<file path="src/rtl/psef_pkg.sv">
package psef_pkg;
	// ==========================================
	// Register indices (byte-wide register port)
	localparam logic [7:0] ADDR_LIVE = 8'h0d;
	localparam logic [7:0] ADDR_MASK = 8'h0e;
	localparam logic [7:0] ADDR_POL = 8'h0f;
	localparam logic [7:0] ADDR_FLAG = 8'h10;
	// ==========================================
	// Field positions
	localparam int BIT_LOCK = 7;
	localparam int BIT_REF = 6;
	localparam int BIT_VCO = 5;
	localparam int BIT_SWB = 1;
	// Implemented bits; the rest are reserved
	localparam logic [7:0] SRC_BITS = 8'he2;
	// Masks and polarities keep their reserved storage bits
	localparam logic [7:0] CFG_BITS = 8'hff;
	// ==========================================
	// Reset values
	localparam logic [7:0] RST_MASK = 8'h00;
	localparam logic [7:0] RST_POL = 8'h00;
	localparam logic [7:0] RST_FLAG = 8'h00;
	localparam logic [7:0] RST_LIVE = 8'h00;
endpackage

</file>
<file path="src/rtl/psef_edge.sv">
`timescale 1ns/10ps
// ==========================================
// Per-bit edge detect with selectable polarity
module psef_edge #(
	parameter int WIDTH = 8
) (
	input wire logic i_clock,
	input wire logic i_rst_b,
	input wire logic [WIDTH-1:0] i_level,
	input wire logic [WIDTH-1:0] i_rise_sel,
	output logic [WIDTH-1:0] o_hit
);
	logic [WIDTH-1:0] prev_ff;

	// A zero-width level bus has no edges to find
	if (WIDTH < 1) begin : g_bad_width
		$error("psef_edge: WIDTH must be at least 1");
	end

	always_ff @(posedge i_clock or negedge i_rst_b) begin
		if (!i_rst_b) begin
			prev_ff <= '0;
		end else begin
			prev_ff <= i_level;
		end
	end

	// Rising when select is 1, falling when 0
	assign o_hit = (i_rise_sel & i_level & ~prev_ff) |
		(~i_rise_sel & ~i_level & prev_ff);
endmodule

</file>
<file path="src/rtl/psef_sync.sv">
`timescale 1ns/10ps
// ==========================================
// Two-stage synchroniser for asynchronous sources
module psef_sync #(
	parameter int WIDTH = 4
) (
	input wire logic i_clock,
	input wire logic i_rst_b,
	input wire logic [WIDTH-1:0] i_async,
	output logic [WIDTH-1:0] o_sync
);
	logic [WIDTH-1:0] stage1_ff;
	logic [WIDTH-1:0] stage2_ff;

	// A zero-width source bus has nothing to carry
	if (WIDTH < 1) begin : g_bad_width
		$error("psef_sync: WIDTH must be at least 1");
	end

	always_ff @(posedge i_clock or negedge i_rst_b) begin
		if (!i_rst_b) begin
			stage1_ff <= '0;
			stage2_ff <= '0;
		end else begin
			stage1_ff <= i_async;
			stage2_ff <= stage1_ff;
		end
	end

	assign o_sync = stage2_ff;
endmodule

</file>
<file path="src/rtl/psef_top.sv">
`timescale 1ns/10ps
module psef_top (
	input wire logic i_clock,
	input wire logic i_rst_b,
	input wire logic i_lock_dropped,
	input wire logic i_reference_missing,
	input wire logic i_vco_tuning,
	input wire logic i_switchback_to_main_ref,
	input wire logic i_irq_enable,
	input wire logic i_combine_all,
	input wire logic i_reg_wr,
	input wire logic i_reg_rd,
	input wire logic [7:0] i_reg_addr,
	input wire logic [7:0] i_reg_wdata,
	output logic [7:0] o_reg_rdata,
	output logic o_reg_hit,
	output logic o_event_irq
);
	// ==========================================
	// Source synchronisation
	logic [3:0] src_raw;
	logic [3:0] src_sync;
	logic [7:0] live;
	logic [7:0] live_ff;
	logic [7:0] hit;
	logic [7:0] mask_ff;
	logic [7:0] pol_ff;
	logic [7:0] flag_ff;
	logic [7:0] nxt_flag;
	logic [7:0] active;
	logic [7:0] rdata_ff;
	logic hit_ff;
	logic irq_ff;
	logic nxt_irq;
	logic wr_mask;
	logic wr_pol;
	logic wr_flag;

	// ==========================================
	// Register decode
	// One compare shared by every write strobe
	function automatic logic reg_sel(input logic strobe, input logic [7:0] addr,
		input logic [7:0] idx);
		return strobe && (addr == idx);
	endfunction

	// Writes to live status and unmapped indices decode to nothing
	assign wr_mask = reg_sel(i_reg_wr, i_reg_addr, psef_pkg::ADDR_MASK);
	assign wr_pol = reg_sel(i_reg_wr, i_reg_addr, psef_pkg::ADDR_POL);
	assign wr_flag = reg_sel(i_reg_wr, i_reg_addr, psef_pkg::ADDR_FLAG);

	assign src_raw = {i_lock_dropped, i_reference_missing, i_vco_tuning,
		i_switchback_to_main_ref};

	psef_sync #(
		.WIDTH(4)
	) u_sync (
		.i_clock(i_clock),
		.i_rst_b(i_rst_b),
		.i_async(src_raw),
		.o_sync(src_sync)
	);

	// ==========================================
	// Live view, lock loss suppressed while reference is missing
	always_comb begin
		live = 8'h00;
		live[psef_pkg::BIT_LOCK] = src_sync[3] & ~src_sync[2];
		live[psef_pkg::BIT_REF] = src_sync[2];
		live[psef_pkg::BIT_VCO] = src_sync[1];
		live[psef_pkg::BIT_SWB] = src_sync[0];
	end

	// Registered so reads and edges see one consistent view
	always_ff @(posedge i_clock or negedge i_rst_b) begin
		if (!i_rst_b) begin
			live_ff <= psef_pkg::RST_LIVE;
		end else begin
			live_ff <= live;
		end
	end

	psef_edge #(
		.WIDTH(8)
	) u_edge (
		.i_clock(i_clock),
		.i_rst_b(i_rst_b),
		.i_level(live_ff),
		.i_rise_sel(pol_ff),
		.o_hit(hit)
	);

	// ==========================================
	// Configuration registers
	always_ff @(posedge i_clock or negedge i_rst_b) begin
		if (!i_rst_b) begin
			mask_ff <= psef_pkg::RST_MASK;
		end else if (wr_mask) begin
			mask_ff <= i_reg_wdata & psef_pkg::CFG_BITS;
		end
	end

	always_ff @(posedge i_clock or negedge i_rst_b) begin
		if (!i_rst_b) begin
			pol_ff <= psef_pkg::RST_POL;
		end else if (wr_pol) begin
			pol_ff <= i_reg_wdata & psef_pkg::CFG_BITS;
		end
	end

	// ==========================================
	// Sticky flags, set by edges only while irq enable is high; a new edge wins over a clear in the same cycle
	always_comb begin
		nxt_flag = flag_ff;
		if (wr_flag) begin
			nxt_flag = flag_ff & i_reg_wdata;
		end
		if (i_irq_enable) begin
			nxt_flag = nxt_flag | hit;
		end
		nxt_flag = nxt_flag & psef_pkg::SRC_BITS;
	end

	always_ff @(posedge i_clock or negedge i_rst_b) begin
		if (!i_rst_b) begin
			flag_ff <= psef_pkg::RST_FLAG;
		end else begin
			flag_ff <= nxt_flag;
		end
	end

	// ==========================================
	// Combined interrupt
	always_comb begin
		active = flag_ff & ~mask_ff & psef_pkg::SRC_BITS;
		if (!i_irq_enable) begin
			nxt_irq = 1'b0;
		end else if (i_combine_all) begin
			// All-masked in AND mode raises nothing
			nxt_irq = (active != 8'h00) &&
				((active | ~(~mask_ff & psef_pkg::SRC_BITS)) == 8'hff);
		end else begin
			nxt_irq = (active != 8'h00);
		end
	end

	always_ff @(posedge i_clock or negedge i_rst_b) begin
		if (!i_rst_b) begin
			irq_ff <= 1'b0;
		end else begin
			irq_ff <= nxt_irq;
		end
	end

	assign o_event_irq = irq_ff;

	// ==========================================
	// Read port, one cycle latency; unmapped reads return zero
	always_ff @(posedge i_clock or negedge i_rst_b) begin
		if (!i_rst_b) begin
			rdata_ff <= 8'h00;
			hit_ff <= 1'b0;
		end else if (i_reg_rd) begin
			hit_ff <= 1'b1;
			case (i_reg_addr)
				psef_pkg::ADDR_LIVE: begin
					rdata_ff <= live_ff;
				end
				psef_pkg::ADDR_MASK: begin
					rdata_ff <= mask_ff;
				end
				psef_pkg::ADDR_POL: begin
					rdata_ff <= pol_ff;
				end
				psef_pkg::ADDR_FLAG: begin
					rdata_ff <= flag_ff;
				end
				default: begin
					rdata_ff <= 8'h00;
					hit_ff <= 1'b0;
				end
			endcase
		end
	end

	assign o_reg_rdata = rdata_ff;
	assign o_reg_hit = hit_ff;
endmodule

</file>
<file path="config.mk">
export PLATFORM = sky130hd
export DESIGN_NAME = psef_top
export DESIGN_NICKNAME = d
export VERILOG_FILES = /design/src/rtl/psef_pkg.sv /design/src/rtl/psef_edge.sv /design/src/rtl/psef_sync.sv /design/src/rtl/psef_top.sv
export SDC_FILE = /design/constraint.sdc
export NUM_CORES = 1
export LEC_CHECK = 0
export CAP_MARGIN = 20
export CORE_ASPECT_RATIO = 2
export CORE_UTILIZATION = 45
export CTS_CLUSTER_DIAMETER = 50
export DETAILED_ROUTE_END_ITERATION = 12
export DONT_BUFFER_PORTS = 1
export SETUP_SLACK_MARGIN = 0.3
export SLEW_MARGIN = 30
export SYNTH_ARGS = -nofsm -noshare
export SYNTH_HDL_FRONTEND = slang
export SYNTH_SLANG_ARGS = --single-unit
</file>
<file path="constraint.sdc">
create_clock -name i_clock -period 1.2 [get_ports i_clock]
set_input_delay 0.12 -clock i_clock [delete_from_list [all_inputs] [get_ports i_clock]]
set_output_delay 0.12 -clock i_clock [all_outputs]
set_load 0.005 [all_outputs]
</file>
* Word-level counts from Yosys, hierarchy flattened
Cells that the tools add are included.
Storage, ports and cells: logic and storage cells 43, bits in latches 0, memory bits (read-only) 0, input port bits 26, bits in writable memories 0, memories kept 0, output and inout port bits 10, register bits after elaboration 46
Cells by class: div/mod/pow operators 0, multiplexer cells 6, shift-type cells 0, order comparisons 0, equal/unequal tests 5, add/subtract/negate cells 0, bitwise operators 16, reduce and logical (&&, ||, !) cells 6, multiply operators 0
Operator list (number):
- 8-bit AND | 6
- 8-bit NOT | 5
- 8-bit case mux with 4 select lines | 1
- 8-bit by 4-bit equality test with 1-bit output (second input constant) | 3
- 8-bit OR | 3
- 8-bit 2-to-1 mux | 2
- 8-bit by 5-bit equality test with 1-bit output (second input constant) | 1
- 8-bit equality test (second input constant) | 1
- 8-bit nonzero test | 1
- 1-bit logical AND | 4
- 4-bit OR reduction | 1
- 1-bit 2-to-1 mux | 3
- 1-bit AND | 1
- 1-bit NOT | 1

* Logic depth before layout (Yosys ltp)
Gate-level depths: netlist of the first run.
depth after elaboration 7, depth in mapped cells 6, mapped depth without buffers 4

* Cells and area by module
A second synthesis of the first run with hierarchy kept.
Second synthesis, totals: cells, all modules 164, area, all modules 2082.0 µm²
Modules (own cells, without submodules):
- psef_top | cells each 124, seq. area each 850.8 µm², area each 1545.2 µm², instances 1
- psef_edge | cells each 32, seq. area each 200.2 µm², area each 336.6 µm², instances 1
- psef_sync | cells each 8, seq. area each 200.2 µm², area each 200.2 µm², instances 1

* Worst setup path before layout of the first run
No wires, ideal clock.
path kind input to register, from input port i_reg_addr[4], to register pol_ff[0], stages 6, path slack -0.115 ns, path buffers 2, required time 1.075 ns, data arrival time 1.190 ns, setup time 0.125 ns, cells stage by stage and3b_1 buf_6 nand4_4 or2_1 buf_6 mux2_4
On the way: cells in the longest elaborated chain, start to end 2
Ends and longest elaborated chain:
- start: declaration | RTL line psef_top.sv:13 | input wire logic [7:0] i_reg_addr,
- 8-bit by 4-bit equality test with 1-bit output | RTL line psef_top.sv:44 | return strobe && (addr == idx);
- 1-bit logical AND | RTL line psef_top.sv:44
- end signal: assignment | RTL line psef_top.sv:105 | pol_ff <= psef_pkg::RST_POL;
- end signal: assignment | RTL line psef_top.sv:107 | pol_ff <= i_reg_wdata & psef_pkg::CFG_BITS;
- end: declaration | RTL line psef_top.sv:27 | logic [7:0] pol_ff;
No other way between the ends. A chain may end at the register's enable or synchronous reset.

* Worst setup path after layout of the first run
from register live_ff[1], to register rdata_ff[1], in the netlist o_reg_rdata[1]
On the way: cells in the longest elaborated chain, start to end 1
Ends and longest elaborated chain:
- start: declaration | RTL line psef_top.sv:24 | logic [7:0] live_ff;
- start signal: assignment | RTL line psef_top.sv:77 | live_ff <= psef_pkg::RST_LIVE;
- start signal: assignment | RTL line psef_top.sv:79 | live_ff <= live;
- 8-bit case mux with 4 select lines | RTL line psef_top.sv:165 | case (i_reg_addr)
- end signal: assignment | RTL line psef_top.sv:167 | rdata_ff <= live_ff;
- end signal: assignment | RTL line psef_top.sv:170 | rdata_ff <= mask_ff;
- end signal: assignment | RTL line psef_top.sv:173 | rdata_ff <= pol_ff;
- end: declaration | RTL line psef_top.sv:31 | logic [7:0] rdata_ff;
No other way between the ends.

==> results of run 1 <==
[worst paths after layout]
check                                    startpoint                to  slack (ns)
worst max-delay path                     live_ff[1]    o_reg_rdata[1]      -0.006
worst min-delay path                        i_rst_b  u_sync.o_sync[0]       -0.50
worst max register to register           live_ff[1]    o_reg_rdata[1]      -0.006
worst min register to register  u_sync.stage1_ff[2]  u_sync.o_sync[2]        0.35
max in group asynchronous                   i_rst_b    o_reg_rdata[1]        1.60
min in group i_clock                  i_reg_addr[0]    o_reg_rdata[2]        0.03
[metal layers]
metal  part of all wire, %  wire length [um]  up-vias  GRT usage [%]
li1                      -                 -      599              -
met3                   4.3               190        7           4.78
met4                   2.0                90        0           9.03
met1                    36              1600      667           24.9
met5                     0                 0        -              0
met2                    58              2570       38           36.1
[worst max-delay path, stage by stage (launching register included)]
cell and delay, ns:
dfrtp_1 0.41, mux2_4 0.29, nand3_2 0.08, a21oi_2 0.05, a221o_1 0.26
[placed cells by master (no fill, tap or decap), types with 3 or more instances in the layout]
master,instances
a21oi_2,3
a221o_1,3
buf_4,11
buf_6,6
clkbuf_8,5
dfrtp_1,44
dlygate4sd3_1,14
inv_1,3
mux2_4,19
mux2i_1,5
nand2_1,10
nand3_1,3
nand3_2,3
nor2_1,4
nor2b_1,3
nor3b_2,3
o21ai_1,8
o2bb2ai_1,5
[power by group through the flow]
stage / combinational (uW) / clock (uW) / sequential (uW)
finish: 230 / 1150 / 1650
global route: 245 / 1250 / 1660
floorplan: 106 / 0 / 1670
global placement: 128 / 0 / 1670
CTS: 199 / 1180 / 1640
detailed placement: 132 / 0 / 1680
[repair_timing]
action                                  CTS  global route
pin swaps                                10            11
setup buffers                             2             3
resized for setup                        20            29
endpoints found under the setup margin   21            24
hold endpoints to repair                 72            46
[registers in the layout, indices dropped and copies added (netlist names)]
register / flops
mask_ff: 8
o_reg_rdata: 8
pol_ff: 8
flag_ff: 4
live_ff: 4
u_edge.prev_ff: 4
u_sync.o_sync: 4
u_sync.stage1_ff: 4
o_event_irq: 1
o_reg_hit: 1
[per-stage QoR]
| stage | total power, uW | instance area (sq um) | setup slack (ns) | setup TNS [ns] | hold slack [ns] |
|---|---|---|---|---|---|
| after floorplan | 1770 | 1930 | -0.115 | -1.62 | -0.176 |
| after global placement | 1800 | 2050 | -0.179 | -1.47 | -0.174 |
| after detailed placement | 1810 | 2050 | -0.229 | -1.97 | -0.174 |
| after CTS | 3020 | 2380 | 0.00955 | 0 | -0.505 |
| after global routing | 3150 | 2510 | -0.0270 | -0.0734 | -0.517 |
| final | 3030 | 2510 | -0.00578 | -0.0105 | -0.496 |
[area by class of cell]
type | count | share of cell area [%]
Sequential cell | 46 | 46.0
Clock inverter | 3 | 1.75
Timing Repair Buffer | 31 | 11.6
Tap cell | 52 | 2.60
Inverter | 5 | 0.749
Clock buffer | 5 | 2.75
Multi-Input combinational cell | 91 | 34.5
[cell families (layout without fill, tap and decap cells)]
| logic type | after synthesis | count (layout) | share of synthesized area [%] |
|---|---|---|---|
| buf+inv | 9 | 44 | 2.74 |
| flops | 46 | 46 | 59.9 |
| mux | 24 | 24 | 15.3 |
| simple gates | 38 | 38 | 11.9 |
| compound gates | 29 | 29 | 10.1 |
==> impl_metrics.env, run 1 <==
export IMPL_status="finished with violations"
export IMPL_violations="negative hold slack, negative setup slack"
export IMPL_grt_pass1_vias=1374
export IMPL_power_frac_seq_pct=54.4
export IMPL_yosysMostFrequentCell="dfrtp_1"
export IMPL_die_w_um=48.2
export IMPL_final_hold_viol_count=46
export IMPL_whs_ns=-0.496
export IMPL_power_per_cell_area_nw_per_um2=1210
export IMPL_slew_headroom_pct=84.9
export IMPL_synth_seq_area_share_pct=59.9
export IMPL_avgSynthCellArea_sq_um=13.2
export IMPL_hold_buffers=14
export IMPL_rows=33
export IMPL_detail_route_antenna_nets=0
export IMPL_synth_ff_type="dfrtp_1"
export IMPL_syn_nets=172
export IMPL_synth_area_sq_um=1920
export IMPL_crit_fanout=2
export IMPL_max_cap_violations=0
export IMPL_multi_input_area_sq_um=866
export IMPL_p_int_uw=2380
export IMPL_r2r_worst_path_cells=4
export IMPL_antennaDiodeCount=0
export IMPL_cp_end_kind="register"
export IMPL_p_switching_uw=657
export IMPL_gr_total_overflow=0
export IMPL_yosys_area_top_type="dfrtp_1"
export IMPL_drive_gt1_share_pct=38.7
export IMPL_fmax_ghz=0.829
export IMPL_p_comb_share_pct=7.6
export IMPL_initial_core_util_pct=47.0
export IMPL_finalWorstSetupSlack_ns=-0.00578
export IMPL_finalSetupViolCount=2
export IMPL_clk_latency_ns=0.30
export IMPL_drt_iter0_markers=25
export IMPL_instances_no_fill=233
export IMPL_dp_cells=206
export IMPL_drt_pass1_iter_count=4
export IMPL_required_ns=1.38
export IMPL_p_leak_uw=0.00115
export IMPL_grt_use_total_pct=21.6
export IMPL_ys_ff_latch=46
export IMPL_io_buffers=0
export IMPL_slew_violations=0
export IMPL_ys_warn_count=0
export IMPL_hold_path_class="primary input to async pin"
export IMPL_async_reset_ff_share_pct=100
export IMPL_pwr_share_clk_pct=38.1
export IMPL_register_area_sq_um=1150
export IMPL_synthDistinctLibCells=29
export IMPL_rsz0062_at_grt="yes"
export IMPL_synth_area_top_cells="dfrtp_1 (60%), mux2_2 (6.4%), mux2_4 (6.3%)"
export IMPL_wl_per_cell_um=19.1
export IMPL_n_fill_cell=309
export IMPL_routed_via_density=5.63
export IMPL_routabilityCongestion=0.847
export IMPL_grt_antenna_before_repair=0
export IMPL_dr_total_vias=1311
export IMPL_die_y_um=94.4
export IMPL_h_tree_depth=2
export IMPL_areaGrowthSynthToFinish_pct=30.5
export IMPL_path_clk_slew_ns=0.09
export IMPL_arrival_ns=1.39
export IMPL_post_dp_hpwl_um=2960
export IMPL_final_core_util_pct=61.3
export IMPL_cts_tree="yes"
export IMPL_clock_root_buffer="clkbuf_8"
export IMPL_cts_sinks=46
export IMPL_p_sw_share_pct=21.6
export IMPL_wirelength_um=4450
export IMPL_syn_inst=146
export IMPL_synth_top_cells_by_count="dfrtp_1 (46), mux2_2 (11), nand2_1 (11), o21ai_0 (11), mux2_4 (8)"
export IMPL_die_area_sq_um=4550
export IMPL_ios=36
export IMPL_startpoint_type="register"
export IMPL_synth_top_area_share_pct=59.9
export IMPL_max_slew_worst_pin_slew_ns=0.221
export IMPL_peakVddDrop_uv=889
export IMPL_cts_max_path_buffers=2
export IMPL_skew_ns=0.00563
export IMPL_cts_buffers=5
export IMPL_coreArea_sq_um=4090
export IMPL_grt_start_max_net_pins=47
export IMPL_drc=0
export IMPL_fin_crit_ns=1.21
export IMPL_finalCritPeriodShare_pct=100
export IMPL_grt_pass1_wl_um=6730
export IMPL_synth_edf_count=0
export IMPL_crit_type="register to register"
export IMPL_nNetsFinal=206
(Power assumes the default switching activity.)
==> run 2: changes to the inputs <==
==> constraint.sdc (replaced) <==
create_clock -name i_clock -period 1.2 [get_ports i_clock]
set_input_delay 0.06 -clock i_clock [delete_from_list [all_inputs] [get_ports i_clock]]
set_output_delay 0.06 -clock i_clock [all_outputs]
set_load 0.005 [all_outputs]
==> impl_metrics.env, run 2 (synthesis results as in run 1) <==
export IMPL_grt_start_max_net_pins=47
export IMPL_wirelength_um=4300
export IMPL_h_tree_depth=2
export IMPL_grt_pass1_wl_um=6620
export IMPL_coreArea_sq_um=4090
export IMPL_skew_ns=0.00667
export IMPL_routabilityCongestion=0.764
export IMPL_post_dp_hpwl_um=2870
export IMPL_n_fill_cell=328
export IMPL_slew_violations=0
export IMPL_slew_headroom_pct=81.0
export IMPL_final_cell_mix="dfrtp_1 (44), dlygate4sd3_1 (15), mux2_4 (11), buf_4 (11), buf_6 (10)"
export IMPL_max_slew_worst_pin_slew_ns=0.284
export IMPL_detail_route_antenna_nets=0
export IMPL_final_hold_viol_count=50
export IMPL_rsz0062_at_grt="yes"
export IMPL_rows=33
export IMPL_die_w_um=48.2
export IMPL_pwr_share_clk_pct=37.9
export IMPL_path_clk_slew_ns=0.09
export IMPL_grt_busiest_layer="met2"
export IMPL_finalPower_uw=3010
export IMPL_p_switching_uw=642
export IMPL_arrival_ns=1.39
export IMPL_areaGrowthSynthToFinish_pct=29.6
export IMPL_power_frac_seq_pct=54.6
export IMPL_use_met1_pct=21.3
export IMPL_required_ns=1.39
export IMPL_grt_use_total_pct=21.3
export IMPL_initial_core_util_pct=47.0
export IMPL_die_area_sq_um=4550
export IMPL_drt_pass1_iter_count=4
export IMPL_finalSetupViolCount=1
export IMPL_dr_total_vias=1300
export IMPL_clock_root_buffer="clkbuf_8"
export IMPL_max_cap_violations=0
export IMPL_die_y_um=94.4
export IMPL_grt_pass1_vias=1431
export IMPL_stdcell_area_sq_um=2490
export IMPL_fin_crit_ns=1.20
export IMPL_ios=36
export IMPL_wl_per_cell_um=18.1
export IMPL_routed_via_density=5.46
export IMPL_p_comb_share_pct=7.5
export IMPL_drive_gt1_share_pct=36.6
export IMPL_drc=0
export IMPL_startpoint_type="register"
export IMPL_drt_iter0_markers=35
export IMPL_crit_type="register to register"
export IMPL_status="finished with violations"
export IMPL_p_leak_uw=0.00115
export IMPL_whs_ns=-0.553
export IMPL_hold_path_class="primary input to async pin"
export IMPL_cts_sinks=46
export IMPL_peakVddDrop_uv=1130
export IMPL_fmax_ghz=0.833
export IMPL_p_int_uw=2370
export IMPL_gr_total_overflow=0
export IMPL_crit_fanout=2
export IMPL_place_area_sq_um=2060
export IMPL_cp_end_kind="register"
export IMPL_finalWorstSetupSlack_ns=-0.00116
export IMPL_layout_commonest_cell="dfrtp_1"
export IMPL_p_sw_share_pct=21.3
export IMPL_clk_latency_ns=0.30
export IMPL_nNetsFinal=211
export IMPL_power_per_cell_area_nw_per_um2=1210
export IMPL_hold_buffers=15
export IMPL_io_buffers=0
export IMPL_cts_tree="yes"
export IMPL_cts_buffers=5
export IMPL_finalSetupTns_ns=-0.00116
export IMPL_grt_use_met3_pct=5.93
export IMPL_antennaDiodeCount=0
export IMPL_grt_use_met2_pct=37.7
export IMPL_finalCritPeriodShare_pct=100
export IMPL_cts_max_path_buffers=2
export IMPL_grt_antenna_before_repair=0
export IMPL_violations="negative hold slack, negative setup slack"
==> run 2: layout make-up <==
| type | instances | area, sq um | area share, % |
|---|---|---|---|
| Sequential cell | 46 | 1150 | 46.3 |
| Multi-Input combinational cell | 91 | 798 | 32.1 |
| Timing Repair Buffer | 36 | 345 | 13.9 |
| Clock buffer | 5 | 68.8 | 2.76 |
| Tap cell | 52 | 65.1 | 2.61 |
| Clock inverter | 3 | 40.0 | 1.61 |
| Inverter | 5 | 18.8 | 0.754 |
==> run 2: critical path: stages (launching register included) <==
cell and delay (ns):
dfrtp_1 0.40, mux2_4 0.29, nand3_2 0.06, a21oi_1 0.06, a221o_1 0.27
==> run 2: power groups by stage <==
| stage | Combinational (uW) | Clock (uW) | Sequential, uW |
|---|---|---|---|
| finish | 226 | 1140 | 1640 |
| global route | 243 | 1230 | 1650 |
| CTS | 204 | 1160 | 1640 |
| detailed placement | 127 | 0 | 1670 |
| global placement | 123 | 0 | 1670 |
| floorplan | 106 | 0 | 1670 |
==> run 2: final timing paths <==
| kind | start | end | slack, ns | cells past startpoint |
|---|---|---|---|---|
| max in group asynchronous | i_rst_b | mask_ff[7] | 1.66 | 0 |
| min | i_rst_b | mask_ff[6] | -0.55 | 0 |
| max reg2reg | live_ff[5] | o_reg_rdata[5] | -0.001 | 4 |
| min reg2reg | u_sync.stage1_ff[0] | u_sync.o_sync[0] | 0.35 | 0 |
| min in group i_clock | i_reg_addr[0] | o_reg_rdata[2] | -0.03 | 2 |
| max | live_ff[5] | o_reg_rdata[5] | -0.001 | 4 |
==> run 2: stage by stage <==
| step | setup WS [ns] | cells | utilization [%] |
|---|---|---|---|
| after floorplan | -0.0550 | 146 | - |
| after global placement | -0.0543 | 207 | 50.4 |
| after detailed placement | -0.0670 | 207 | 50.4 |
| after CTS | 0.0325 | 233 | 59.1 |
| after global routing | -0.0244 | 238 | 60.9 |
| final | -0.00116 | 238 | 60.9 |
==> run 2: routing by layer <==
layer	vias to the layer above	part of all wire [%]
met5	-	0
met4	0	1.7
met3	7	3.7
met2	40	58
met1	652	37
li1	601	-
==> run 2: repair_timing <==
item | 4_1_cts | 5_1_grt
gates cloned | 0 | 0
setup endpoints to repair | 19 | 17
pin swaps | 13 | 6
gates resized for setup | 22 | 12
endpoints found under the hold margin | 76 | 48
setup buffers | 3 | 5
==> run 3: changes to the inputs <==
--- a/config.mk
+++ b/config.mk
@@ -5,6 +5,7 @@
 export SDC_FILE = /design/constraint.sdc
 export NUM_CORES = 1
 export LEC_CHECK = 0
+export ABC_AREA = 1
 export CAP_MARGIN = 20
 export CORE_ASPECT_RATIO = 2
 export CORE_UTILIZATION = 45
==> impl_metrics.env, run 3 <==
export IMPL_startpoint_type="register"
export IMPL_slew_headroom_pct=69.5
export IMPL_grt_pass1_vias=1481
export IMPL_die_w_um=49.4
export IMPL_rows=34
export IMPL_grt_use_total_pct=20.1
export IMPL_antennaDiodeCount=0
export IMPL_synth_area_sq_um=2020
export IMPL_required_ns=1.39
export IMPL_hold_buffers=14
export IMPL_final_hold_viol_count=46
export IMPL_drive_gt1_share_pct=15.0
export IMPL_max_cap_violations=0
export IMPL_yosysMostFrequentCell="nand2_1"
export IMPL_initial_core_util_pct=46.6
export IMPL_syn_inst=222
export IMPL_synth_area_top_cells="dfrtp_1 (57%), nand2_1 (12%), o21ai_0 (8.4%)"
export IMPL_ys_warn_count=0
export IMPL_cts_max_path_buffers=2
export IMPL_ys_ff_latch=46
export IMPL_drc=0
export IMPL_clock_root_buffer="clkbuf_8"
export IMPL_dr_total_vias=1528
export IMPL_violations="negative hold slack"
export IMPL_nNetsFinal=271
export IMPL_synth_top_area_share_pct=57.0
export IMPL_die_y_um=96.8
export IMPL_synth_edf_count=0
export IMPL_fmax_ghz=1.06
export IMPL_final_cell_mix="nand2_1 (67), dfrtp_1 (46), nand3_1 (21)"
export IMPL_cp_end_kind="register"
export IMPL_drt_iter0_markers=25
export IMPL_cts_tree="yes"
export IMPL_cts_buffers=5
export IMPL_max_slew_worst_pin_slew_ns=0.458
export IMPL_ios=36
export IMPL_clk_latency_ns=0.30
export IMPL_arrival_ns=1.13
export IMPL_avgSynthCellArea_sq_um=9.10
export IMPL_grt_pass1_wl_um=7070
export IMPL_slew_violations=0
export IMPL_peakVddDrop_uv=846
export IMPL_yosys_area_top_type="dfrtp_1"
export IMPL_drt_pass1_iter_count=4
export IMPL_synth_seq_area_share_pct=57.0
export IMPL_finalPower_uw=2850
export IMPL_finalSetupTns_ns=0
export IMPL_syn_nets=248
export IMPL_io_buffers=0
export IMPL_gr_total_overflow=0
export IMPL_finalCritPeriodShare_pct=78.3
export IMPL_die_area_sq_um=4780
export IMPL_fin_crit_ns=0.939
export IMPL_rsz0062_at_grt="yes"
export IMPL_hold_path_class="primary input to async pin"
export IMPL_h_tree_depth=2
export IMPL_post_dp_hpwl_um=3070
export IMPL_wl_per_cell_um=13.7
export IMPL_synth_top_cells_by_count="nand2_1 (67), dfrtp_1 (46), o21ai_0 (34)"
export IMPL_routed_via_density=5.09
export IMPL_crit_type="register to register"
export IMPL_detail_route_antenna_nets=0
export IMPL_routabilityCongestion=0.869
export IMPL_wirelength_um=4120
export IMPL_synthDistinctLibCells=23
export IMPL_crit_fanout=3
export IMPL_power_per_cell_area_nw_per_um2=1200
export IMPL_coreArea_sq_um=4340
export IMPL_layout_commonest_cell="nand2_1"
export IMPL_n_fill_cell=417
export IMPL_skew_ns=0.00572
export IMPL_cts_sinks=46
export IMPL_whs_ns=-0.557
export IMPL_synth_ff_type="dfrtp_1"
export IMPL_finalSetupViolCount=0
export IMPL_path_clk_slew_ns=0.08
export IMPL_status="finished with violations"
export IMPL_grt_start_max_net_pins=47
export IMPL_areaGrowthSynthToFinish_pct=17.3
export IMPL_async_reset_ff_share_pct=100
export IMPL_grt_antenna_before_repair=0
export IMPL_p_leak_uw=0.00120
[run 3: cell types whose count changed after synthesis, sizes merged, moves of 15 or more]
cell / delta
inv: +15
o21ai: +27
mux2: -19
nand2: +63
nand3: +16
[run 3: worst paths after layout]
path | from | endpoint | slack [ns] | depth (start not counted)
worst min register to register | u_sync.stage1_ff[3] | u_sync.o_sync[3] | 0.36 | 0
min in group i_clock | i_combine_all | o_event_irq | 0.01 | 2
max in group asynchronous | i_rst_b | mask_ff[3] | 1.66 | 0
worst max register to register | mask_ff[5] | o_event_irq | 0.26 | 3
worst max-delay path | mask_ff[5] | o_event_irq | 0.26 | 3
worst min-delay path | i_rst_b | mask_ff[5] | -0.56 | 0
[run 3: repair_timing]
action | in CTS | in global routing
resized for setup | 0 | 14
buffers inserted | 0 | 1
endpoints found under the hold margin | 80 | 46
gates cloned | 0 | 0
pin swaps | 2 | 3
setup endpoints to repair | 1 | 8
[run 3: cell families (layout without fill, tap and decap cells)]
logic type             after synthesis  count (layout)  share of synthesized area (%)
AOI/OAI and AO/OA                   44              44                           11.4
buffers and inverters               24              48                           5.02
DFF                                 46              46                           57.0
and+or+nand+nor                    108             108                           26.6
[run 3: stage by stage]
| stage | cells | worst slack (ns) | hold slack [ns] | util, % | instance area [sq um] |
|---|---|---|---|---|---|
| 6_report | 300 | 0.261 | -0.557 | 54.6 | 2370 |
| 5_1_grt | 300 | 0.198 | -0.576 | 54.6 | 2370 |
| 4_1_cts | 299 | 0.249 | -0.566 | 54.0 | 2340 |
| 3_5_place_dp | 277 | 0.205 | -0.234 | 48.5 | 2110 |
| 3_3_place_gp | 277 | 0.212 | -0.234 | 48.5 | 2110 |
| 2_1_floorplan | 222 | 0.301 | -0.236 | - | 2030 |
[run 3: per-layer routing]
layer  part of all wire (%)  track usage, %
met5                      0               0
met4                    3.4            12.1
met3                    4.5            4.25
met2                     54            33.2
met1                     39            23.2
[run 3: power breakdown]
group	leakage (uW)	internal [uW]	switching, uW
registers	0.000548	1620	46.3
logic	0.000607	90.0	116
clock network	0.0000472	463	516
total	0.00120	2170	678
[run 3: cell type report]
type                            instances  area, sq um  share of cell area, %
Sequential cell                        46         1150                   48.6
Multi-Input combinational cell        152          795                   33.5
Timing Repair Buffer                   19          178                   7.50
Inverter                               21         83.8                   3.54
Clock buffer                            6         82.6                   3.48
Tap cell                               54         67.6                   2.85
Clock inverter                          2         12.5                  0.528
[run 3: critical path: stages (launching register included)]
cell     delay (ns)
dfrtp_1        0.41
o22ai_2        0.18
o21ai_1        0.07
and3_1         0.17
